## config.mk

```make
export PLATFORM = sky130hd
export DESIGN_NAME = servo_drive_io_assignment
export DESIGN_NICKNAME = d
export VERILOG_FILES = /design/src/shared/io_assign_pkg.sv /design/src/hw/servo_drive_io_assignment.sv
export SDC_FILE = /design/constraint.sdc
export NUM_CORES = 1
export LEC_CHECK = 0
export ABC_AREA = 1
export BUFFER_PORTS_ARGS = -buffer_cell sky130_fd_sc_hd__buf_2
export CORE_MARGIN = 3
export CORE_UTILIZATION = 55
export CTS_CLUSTER_SIZE = 30
export DETAILED_ROUTE_END_ITERATION = 8
export PLACE_DENSITY_LB_ADDON = 0.15
export SLEW_MARGIN = 20
export SYNTH_ARGS = -nofsm -noshare
export SYNTH_HDL_FRONTEND = slang
export SYNTH_SLANG_ARGS = --single-unit
```

## constraint.sdc

```tcl
create_clock -name pclk -period 30.9 [get_ports pclk]
set_input_delay 4.635 -clock pclk [delete_from_list [all_inputs] [get_ports pclk]]
set_output_delay 4.635 -clock pclk [all_outputs]
set_load 0.005 [all_outputs]
```

## src/shared/io_assign_pkg.sv

```systemverilog
// package for the servo drive control i/o assignment block
// assumes a single pclk domain and an apb master with 32-bit data
package io_assign_pkg;

  // pin counts and code widths
  localparam int IN_PINS       = 16;
  localparam int IN_LISTED     = 22;
  localparam int IN_FUNCS      = 28;              // code 0 plus 27 functions
  localparam int IN_CODE_W     = 5;
  localparam int OUT_PINS      = 7;
  localparam int OUT_LISTED    = 23;
  localparam int OUT_FUNCS     = 64;
  localparam int OUT_CODE_W    = 6;
  localparam int SEL_STRIDE    = 8;               // one select field per byte
  localparam int EVENTS        = 5;

  // register byte offsets
  localparam logic [7:0] IN_SEL0_OFS    = 8'h00;   // four regs 0x00..0x0C
  localparam logic [7:0] IN_POL_OFS     = 8'h10;
  localparam logic [7:0] OUT_SEL0_OFS   = 8'h14;   // two regs 0x14, 0x18
  localparam logic [7:0] OUT_CFG_OFS    = 8'h1C;
  localparam logic [7:0] PIN_STATE_OFS  = 8'h20;
  localparam logic [7:0] IRQ_STATUS_OFS = 8'h24;
  localparam logic [7:0] IRQ_CLEAR_OFS  = 8'h28;
  localparam logic [7:0] IRQ_ENABLE_OFS = 8'h2C;

  // field positions
  localparam int ESTOP_POL_BIT  = 16;              // in IN_POL
  localparam int READY_NORM_BIT = 8;               // in OUT_CFG
  localparam int STATE_ESTOP    = 16;              // in PIN_STATE
  localparam int STATE_OUT_LSB  = 24;
  localparam int STATE_READY    = 31;

  // reset values
  localparam logic [31:0] SEL_RST   = 32'h0000_0000;   // all pins unassigned
  localparam logic [31:0] POL_RST   = 32'h0000_0000;
  localparam logic [31:0] IRQ_RST   = 32'h0000_0000;

  // interrupt event bits
  localparam int EV_ESTOP   = 0;
  localparam int EV_OT_PLUS = 1;
  localparam int EV_OT_MIN  = 2;
  localparam int EV_ALARM   = 3;
  localparam int EV_UNREADY = 4;

  // output function codes; 0 means unassigned
  localparam logic [5:0] OF_READY      = 6'h01;
  localparam logic [5:0] OF_WARNING    = 6'h02;
  localparam logic [5:0] OF_OT_PLUS    = 6'h03;
  localparam logic [5:0] OF_OT_MINUS   = 6'h04;
  localparam logic [5:0] OF_SERVO      = 6'h05;
  localparam logic [5:0] OF_BUSY       = 6'h06;
  localparam logic [5:0] OF_IN_POS     = 6'h07;
  localparam logic [5:0] OF_NEAR_A     = 6'h08;
  localparam logic [5:0] OF_NEAR_B     = 6'h09;
  localparam logic [5:0] OF_ZONE_LSB   = 6'h0A;     // zone a, b, c
  localparam logic [5:0] OF_OT_ANY     = 6'h0D;
  localparam logic [5:0] OF_NORMAL     = 6'h0E;
  localparam logic [5:0] OF_LEVEL_LSB  = 6'h0F;     // eight under/over flags
  localparam logic [5:0] OF_HOME_DONE  = 6'h17;
  localparam logic [5:0] OF_HOME_DEF   = 6'h18;
  localparam logic [5:0] OF_AUX_LSB    = 6'h20;     // sixteen other status lines

  // input function codes 1..22 are the listed inputs, then these
  localparam int IF_HOLD      = 23;
  localparam int IF_VEL_OVR   = 24;
  localparam int IF_INTEG_OFF = 25;
  localparam int IF_HOME_GO   = 26;
  localparam int IF_HOME_LIM  = 27;

  // internal drive status feeding the output pool
  typedef struct packed {
    logic        motor_ready;
    logic        alarm;
    logic        warning;
    logic        soft_ot_plus;
    logic        hard_ot_plus;
    logic        soft_ot_minus;
    logic        hard_ot_minus;
    logic        servo_on;
    logic        positioning;
    logic        pos_err_small;
    logic        near_a;
    logic        near_b;
    logic [2:0]  zone;
    logic [7:0]  levels;      // pos err, vel, torque, thermal under/over
    logic        home_done;
    logic        home_defined;
    logic [15:0] aux;
  } drive_status_type;

  // position feedback phases from the sensor interface
  typedef struct packed {
    logic phase_a;
    logic phase_b;
    logic index;
  } feedback_type;

endpackage

```

## src/hw/servo_drive_io_assignment.sv

```systemverilog
// servo drive control i/o assignment: maps pins to functions under register control
// assumes synchronous pin inputs, one pclk domain, apb register access
//
// What this block does
// ready output goes inactive when motor not ready or any alarm present.
// separate plus and minus overtravel flags, each soft or hard limit.
// in-position output combines small positioning error with idle positioning.
// feedback a, b, index pulses each driven with a complementary line.
// up to 16 input pins each select one of the listed input functions.
// input pool also offers hold, velocity override, integration off, homing.
// emergency stop sits on a fixed pin with selectable polarity.
// up to 7 output pins each select one of the listed output functions.
// output pool adds proximity b, zones, overtravel, normal, levels, homing.
// ready pin may only switch to normal; its polarity is fixed.
// one function per pin; unassigned outputs inactive, unassigned inputs ignored.
`timescale 1ns/10ps
module servo_drive_io_assignment
  import io_assign_pkg::*;
#(
  parameter int N_IN  = IN_PINS,
  parameter int N_OUT = OUT_PINS
) (
  // clock and reset
  input  wire logic                  pclk,
  input  wire logic                  presetn,
  // apb slave
  input  wire logic                  psel,
  input  wire logic                  penable,
  input  wire logic                  pwrite,
  input  wire logic [7:0]            paddr,
  input  wire logic [31:0]           pwdata,
  output logic      [31:0]           prdata,
  output logic                       pready,
  output logic                       pslverr,
  // control connector inputs
  input  wire logic                  emergency_stop_pin,
  input  wire logic [N_IN-1:0]       in_pin,
  // drive core side
  input  wire drive_status_type      status,
  input  wire feedback_type          feedback,
  output logic                       emergency_stop_in,
  output logic      [IN_FUNCS-1:0]   in_func,
  // control connector outputs
  output logic                       drive_ready_out,
  output logic      [N_OUT-1:0]      out_pin,
  output logic                       feedback_phase_a,
  output logic                       feedback_phase_a_n,
  output logic                       feedback_phase_b,
  output logic                       feedback_phase_b_n,
  output logic                       feedback_index,
  output logic                       feedback_index_n,
  // interrupt
  output logic                       irq
);

  // select field of one pin from a packed register image
  function automatic logic [7:0] sel_field(input logic [127:0] img, input int idx);
    sel_field = img[idx*SEL_STRIDE +: SEL_STRIDE];
  endfunction

  // configuration registers
  logic [127:0]          in_sel_reg;
  logic [IN_PINS-1:0]    in_pol_reg;
  logic                  estop_pol_reg;
  logic [63:0]           out_sel_reg;
  logic [OUT_PINS-1:0]   out_pol_reg;
  logic                  ready_norm_reg;
  logic [EVENTS-1:0]     irq_status_reg;
  logic [EVENTS-1:0]     irq_enable_reg;
  logic [EVENTS-1:0]     event_prev_reg;

  // bus decode
  logic                  setup_phase;
  logic                  wr_take;
  logic                  addr_ok;
  logic [31:0]           rd_next;
  logic [EVENTS-1:0]     event_now;
  logic [EVENTS-1:0]     event_rise;
  logic [EVENTS-1:0]     clear_mask;
  logic [OUT_FUNCS-1:0]  out_pool;
  logic [IN_FUNCS-1:0]   in_func_next;
  logic [N_OUT-1:0]      out_pin_next;
  logic                  ready_fn;
  logic                  normal_fn;
  logic                  ot_plus_fn;
  logic                  ot_minus_fn;
  logic                  in_pos_fn;
  logic                  estop_active;

  assign setup_phase = psel & ~penable;
  assign wr_take     = psel & penable & pready & pwrite;
  assign addr_ok     = (paddr[1:0] == 2'h0) && (paddr <= IRQ_ENABLE_OFS);

  // derived drive functions
  assign ready_fn    = status.motor_ready & ~status.alarm;
  assign normal_fn   = ~status.alarm;
  assign ot_plus_fn  = status.soft_ot_plus | status.hard_ot_plus;
  assign ot_minus_fn = status.soft_ot_minus | status.hard_ot_minus;
  assign in_pos_fn   = status.pos_err_small & ~status.positioning;
  assign estop_active = emergency_stop_pin ^ estop_pol_reg;

  // output function pool, code 0 stays low for unassigned pins
  always_comb begin
    out_pool = '0;
    out_pool[OF_READY]    = ready_fn;
    out_pool[OF_WARNING]  = status.warning;
    out_pool[OF_OT_PLUS]  = ot_plus_fn;
    out_pool[OF_OT_MINUS] = ot_minus_fn;
    out_pool[OF_SERVO]    = status.servo_on;
    out_pool[OF_BUSY]     = status.positioning;
    out_pool[OF_IN_POS]   = in_pos_fn;
    out_pool[OF_NEAR_A]   = status.near_a;
    out_pool[OF_NEAR_B]   = status.near_b;
    out_pool[OF_ZONE_LSB +: 3]  = status.zone;
    out_pool[OF_OT_ANY]   = ot_plus_fn | ot_minus_fn;
    out_pool[OF_NORMAL]   = normal_fn;
    out_pool[OF_LEVEL_LSB +: 8] = status.levels;
    out_pool[OF_HOME_DONE] = status.home_done;
    out_pool[OF_HOME_DEF]  = status.home_defined;
    out_pool[OF_AUX_LSB +: 16]  = status.aux;
  end

  // output pins: each picks one code, unassigned code 0 stays low whatever its polarity bit
  always_comb begin
    out_pin_next = '0;
    for (int p = 0; p < N_OUT; p++) begin
      logic [7:0] code;
      code = sel_field({64'h0, out_sel_reg}, p);
      if (code[OUT_CODE_W-1:0] == '0) begin
        out_pin_next[p] = 1'b0;
      end else begin
        out_pin_next[p] = out_pool[code[OUT_CODE_W-1:0]] ^ out_pol_reg[p];
      end
    end
  end

  // input functions: or of every pin that selects the code; code 0 ignored
  always_comb begin
    in_func_next = '0;
    for (int p = 0; p < N_IN; p++) begin
      logic [7:0] code;
      code = sel_field(in_sel_reg, p);
      if (code[IN_CODE_W-1:0] != '0 && int'(code[IN_CODE_W-1:0]) < IN_FUNCS) begin
        in_func_next[code[IN_CODE_W-1:0]] = in_func_next[code[IN_CODE_W-1:0]] |
                                            (in_pin[p] ^ in_pol_reg[p]);
      end
    end
    in_func_next[0] = 1'b0;
  end

  // apb answer: one wait-free access phase after setup
  always_ff @(posedge pclk or negedge presetn) begin
    if (!presetn) begin
      pready  <= 1'b0;
      pslverr <= 1'b0;
      prdata  <= 32'h0000_0000;
    end else begin
      pready  <= setup_phase;
      pslverr <= setup_phase & ~addr_ok;
      prdata  <= (setup_phase && !pwrite) ? rd_next : 32'h0000_0000;
    end
  end

  // read mux
  always_comb begin
    rd_next = 32'h0000_0000;
    case (paddr)
      8'h00, 8'h04, 8'h08, 8'h0C: rd_next = in_sel_reg[paddr[3:2]*32 +: 32];
      IN_POL_OFS:     rd_next = {15'h0, estop_pol_reg, in_pol_reg};
      OUT_SEL0_OFS:   rd_next = out_sel_reg[31:0];
      8'h18:          rd_next = out_sel_reg[63:32];
      OUT_CFG_OFS:    rd_next = {23'h0, ready_norm_reg, 1'b0, out_pol_reg};
      PIN_STATE_OFS:  rd_next = {drive_ready_out, out_pin, 7'h0, emergency_stop_in, in_func[16:1]};
      IRQ_STATUS_OFS: rd_next = {27'h0, irq_status_reg};
      IRQ_ENABLE_OFS: rd_next = {27'h0, irq_enable_reg};
      default:        rd_next = 32'h0000_0000;
    endcase
  end

  // input select registers
  always_ff @(posedge pclk or negedge presetn) begin
    if (!presetn) begin
      in_sel_reg <= {4{SEL_RST}};
    end else if (wr_take && !pslverr && paddr[7:4] == 4'h0) begin
      in_sel_reg[paddr[3:2]*32 +: 32] <= pwdata & 32'h1F1F_1F1F;   // five-bit codes
    end
  end

  // polarity and output select registers
  always_ff @(posedge pclk or negedge presetn) begin
    if (!presetn) begin
      in_pol_reg     <= POL_RST[IN_PINS-1:0];
      estop_pol_reg  <= POL_RST[ESTOP_POL_BIT];
      out_sel_reg    <= {2{SEL_RST}};
      out_pol_reg    <= POL_RST[OUT_PINS-1:0];
      ready_norm_reg <= 1'b0;
    end else if (wr_take && !pslverr) begin
      case (paddr)
        IN_POL_OFS: begin
          in_pol_reg    <= pwdata[IN_PINS-1:0];
          estop_pol_reg <= pwdata[ESTOP_POL_BIT];
        end
        OUT_SEL0_OFS: out_sel_reg[31:0]  <= pwdata & 32'h3F3F_3F3F;
        8'h18:        out_sel_reg[63:32] <= pwdata & 32'h003F_3F3F;   // pins 4..6
        OUT_CFG_OFS: begin
          out_pol_reg    <= pwdata[OUT_PINS-1:0];
          ready_norm_reg <= pwdata[READY_NORM_BIT];
        end
        default: ;
      endcase
    end
  end

  // interrupt enable register
  always_ff @(posedge pclk or negedge presetn) begin
    if (!presetn) begin
      irq_enable_reg <= IRQ_RST[EVENTS-1:0];
    end else if (wr_take && !pslverr && paddr == IRQ_ENABLE_OFS) begin
      irq_enable_reg <= pwdata[EVENTS-1:0];
    end
  end

  // events: rising edges of emergency stop, overtravel, alarm, and ready loss
  assign event_now  = {~ready_fn, status.alarm, ot_minus_fn, ot_plus_fn, estop_active};
  assign event_rise = event_now & ~event_prev_reg;
  assign clear_mask = (wr_take && !pslverr && paddr == IRQ_CLEAR_OFS) ? pwdata[EVENTS-1:0] : '0;

  // sticky status, a new event beats a simultaneous clear
  always_ff @(posedge pclk or negedge presetn) begin
    if (!presetn) begin
      event_prev_reg <= IRQ_RST[EVENTS-1:0];
      irq_status_reg <= IRQ_RST[EVENTS-1:0];
    end else begin
      event_prev_reg <= event_now;
      irq_status_reg <= (irq_status_reg & ~clear_mask) | event_rise;
    end
  end

  // interrupt line
  always_ff @(posedge pclk or negedge presetn) begin
    if (!presetn) begin
      irq <= 1'b0;
    end else begin
      irq <= |(((irq_status_reg & ~clear_mask) | event_rise) & irq_enable_reg);
    end
  end

  // fixed pins: emergency stop and ready, never reassigned
  always_ff @(posedge pclk or negedge presetn) begin
    if (!presetn) begin
      emergency_stop_in <= 1'b0;
      drive_ready_out   <= 1'b0;
    end else begin
      emergency_stop_in <= estop_active;
      drive_ready_out   <= ready_norm_reg ? normal_fn : ready_fn;
    end
  end

  // assignable pins
  always_ff @(posedge pclk or negedge presetn) begin
    if (!presetn) begin
      out_pin <= '0;
      in_func <= '0;
    end else begin
      out_pin <= out_pin_next;
      in_func <= in_func_next;
    end
  end

  // position feedback with complementary line driver pairs
  always_ff @(posedge pclk or negedge presetn) begin
    if (!presetn) begin
      feedback_phase_a   <= 1'b0;
      feedback_phase_a_n <= 1'b1;
      feedback_phase_b   <= 1'b0;
      feedback_phase_b_n <= 1'b1;
      feedback_index     <= 1'b0;
      feedback_index_n   <= 1'b1;
    end else begin
      feedback_phase_a   <= feedback.phase_a;
      feedback_phase_a_n <= ~feedback.phase_a;
      feedback_phase_b   <= feedback.phase_b;
      feedback_phase_b_n <= ~feedback.phase_b;
      feedback_index     <= feedback.index;
      feedback_index_n   <= ~feedback.index;
    end
  end

endmodule

```

==> flow_metrics.env <==
export IMPL_crit_fanout=27
export IMPL_numCtsBuffers=23
export IMPL_ff2ff_path_depth=117
export IMPL_ys_top_cells_by_area="dfrtp_1, nand2_1, o21ai_0, nor2_1, nand3_2"
export IMPL_setup_viol=0
export IMPL_slew_headroom_pct=29.51
export IMPL_hold_viol_final=0
export IMPL_drc=0
export IMPL_num_rows=79
export IMPL_via_per_inst=6.080
export IMPL_largest_register_ffs=80
export IMPL_syn_area_mm2=0.02650
export IMPL_synth_edff_count=0
export IMPL_cts_resized=0
export IMPL_first_iter_violations=3839
export IMPL_hpwl_mm=74.40
export IMPL_die_x_um=225.5
export IMPL_clk_path_buf_depth=3
export IMPL_numClockSinks=237
export IMPL_syn_inst=4394
export IMPL_crit_path_start_kind="primary input"
export IMPL_drt_first_pass_iters=6
export IMPL_wl_per_cell_um=19.31
export IMPL_seq_area_frac_synth_pct=22.39
export IMPL_finalSetupTns_ns=0
export IMPL_setup_worst_path_end="in_func[12]"
export IMPL_drv_slew=0
export IMPL_tightest_slew_ns=1.055
export IMPL_place_congestion=1.004
export IMPL_grt_max_degree=97
export IMPL_synth_top_area_share_pct=22.10
export IMPL_cts_max_level=1
export IMPL_worstPathRequired_ns=31.32
export IMPL_synth_ff_type="dfrtp_1"
export IMPL_synth_seq_cells=237
export IMPL_cts_root_buf="clkbuf_16"
export IMPL_cp_startpoint="in_pin[0]"
export IMPL_total_power_mw=0.7643
export IMPL_clk_pin_slew_worst_paths_ns=0.07
export IMPL_area_delta_synth_final_pct=6.001
export IMPL_fill_cells=4831
export IMPL_grt_pass1_vias=27340
export IMPL_grt_pass1_wl_mm=152.1
export IMPL_vias=30780
export IMPL_min_path_type="register to register"
export IMPL_cts_setup_buffers=0
export IMPL_r2r_end="in_func[12]"
export IMPL_cp_arrival_ns=24.14
export IMPL_port_buffers=178
export IMPL_die_area_mm2=0.05085
export IMPL_max_cap_violations=0
export IMPL_clock_fmax_ghz=0.04216
export IMPL_crit_slowest_cell="nor2_2"
export IMPL_min_period_ns=23.72
export IMPL_yosysTopAreaCell="dfrtp_1"
export IMPL_place_inst=5020
export IMPL_syn_avg_cell_area_um2=6.031
export IMPL_cts_tree="built"
export IMPL_ys_types=55
export IMPL_hold_buffers=0
export IMPL_nNetsFinal=4551
export IMPL_start_util_pct=56.32
export IMPL_status="complete, no violations"
export IMPL_ir_drop_uv=47.77
export IMPL_grt_antenna_before_repair=2
export IMPL_r2r_slack_ns=10.74
export IMPL_end_kind="register"
export IMPL_fin_util_pct=59.70
export IMPL_worstSkewPairLatency_ns=0.56
export IMPL_die_h_um=225.5
export IMPL_ys_warnings_count=0
export IMPL_layout_drive_gt1_share_pct=14.95
export IMPL_min_period_over_period_pct=76.76
export IMPL_ant_nets=0
export IMPL_skew_ns=0.03528
export IMPL_io_pin_count=184
export IMPL_fp_coreArea_mm2=0.04705
export IMPL_pwr_density_cell_mw_per_mm2=27.21
export IMPL_p_leak_nw=11.71
export IMPL_finalNonFillerCells=5062
export IMPL_critPathKind="primary input to register"
export IMPL_globalRouteOverflowTotal=0
export IMPL_reg2reg_from="in_sel_reg[9]"
export IMPL_async_flop_share_pct=100.0
export IMPL_track_usage_pct=37.37
export IMPL_wl_mm=97.76
export IMPL_slowest_delay_ns=0.65
export IMPL_grt_setup_unrepaired="no"
export IMPL_crit_top_cell="nand2_1"
## routing by layer
layer	track usage (%)	part of all wire, %	up-vias
met4	16.77	5.3	4
met3	8.128	11	319
li1	-	-	14730
met5	1.233	0.10	-
met2	55.89	42	1653
met1	51.73	42	14080
## cell type report
| cell class | count | area [um^2] | share of cell area [%] |
|---|---|---|---|
| inverters | 366 | 1374 | 4.891 |
| clock buffers | 28 | 624.3 | 2.223 |
| well taps | 607 | 759.5 | 2.704 |
| multi-input cells | 3608 | 18120 | 64.53 |
| flip-flops and latches | 237 | 5934 | 21.13 |
| diodes | 1 | 2.502 | 0.008909 |
| clock inverters | 13 | 186.4 | 0.6637 |
| repair buffers | 202 | 1084 | 3.857 |
## kinds of logic after synthesis
family,Yosys count,synth area share (%)
AO/OA/AOI/OAI,981,20.99
XOR/XNOR,23,0.7602
adder cells (fa/ha/maj),7,0.3305
buffers and inverters,550,9.661
flip-flops,237,22.39
multiplexers,3,0.1275
other,1,0.01415
AND/OR/NAND/NOR,2592,45.72
## critical path, delay by kind of cell
kind / cells / cell delay, ns
AND/OR/NAND/NOR: 99 / 14.22
AO/OA/AOI/OAI: 19 / 4.89
buffers and inverters: 4 / 0.26
## metrics by stage
step / cell area, um^2 / setup WS, ns / hold WS (ns)
2_1_floorplan: 26500 / 14.44 / 0.4296
3_3_place_gp: 27250 / 7.101 / 0.4662
3_5_place_dp: 27260 / 7.062 / 0.4712
4_1_cts: 28070 / 7.566 / 0.4707
5_1_grt: 28090 / 5.100 / 0.5033
6_report: 28090 / 7.182 / 0.4701
## cells in the mapped netlist (12+ instances only)
master,count
nand3_1,316
nand3b_1,43
a31oi_1,25
nand2_2,103
or2_2,37
nand4_1,51
clkinv_1,20
nor2_1,670
nor3_1,16
o21ai_0,559
buf_4,18
xnor2_1,21
inv_2,13
o2111ai_1,20
o211ai_1,30
inv_1,333
o21bai_1,35
o21ai_1,41
buf_2,17
nand2_1,1124
o221ai_1,35
a21oi_1,168
clkbuf_1,92
buf_6,32
dfrtp_1,234
nor2_2,34
clkbuf_8,12
nand3_2,188
## report_power, final
part	internal (mW)	total, mW	switching, mW	leakage [nW]
clock network	0.178	0.309	0.131	0.385
logic	0.0341	0.135	0.101	8.50
registers	0.315	0.320	0.00506	2.83
## worst min path at each step
| stage | from | endpoint | slack, ns | cells after the start |
|---|---|---|---|---|
| global placement | out_sel_reg[37] | out_sel_reg[37] | 0.47 | 2 |
| detailed placement | event_prev_reg[3] | irq_status_reg[3] | 0.47 | 1 |
| CTS | event_prev_reg[3] | irq_status_reg[3] | 0.47 | 1 |
| floorplan | event_prev_reg[3] | irq_status_reg[3] | 0.43 | 1 |
| finish | event_prev_reg[3] | irq_status_reg[3] | 0.47 | 1 |
| global route | event_prev_reg[4] | irq_status_reg[4] | 0.50 | 1 |
## cell usage in the layout, fill, tap and decap left out, types with 5 or more instances in the layout
master / n
nor2_4: 5
nand3_1: 316
o211ai_1: 30
dfrtp_1: 234
nor3_1: 15
inv_2: 13
nand4_1: 51
nor2_1: 664
nand3_2: 188
o221ai_1: 35
o2111ai_1: 20
clkbuf_16: 23
o21ai_1: 41
clkinv_1: 20
o21ai_0: 559
a21oi_1: 168
a221oi_1: 10
a211oi_1: 6
inv_1: 333
o22ai_1: 11
nand2_2: 103
nor2_2: 37
ha_1: 7
a31oi_1: 25
buf_4: 25
or2_2: 37
o21bai_1: 35
nand3b_1: 43
nand2_1: 1124
a41oi_1: 7
o311ai_0: 5
xnor2_1: 11
o21bai_2: 6
a21oi_2: 7
xnor2_2: 10
buf_2: 176
Power figures use the tool's default switching activity.
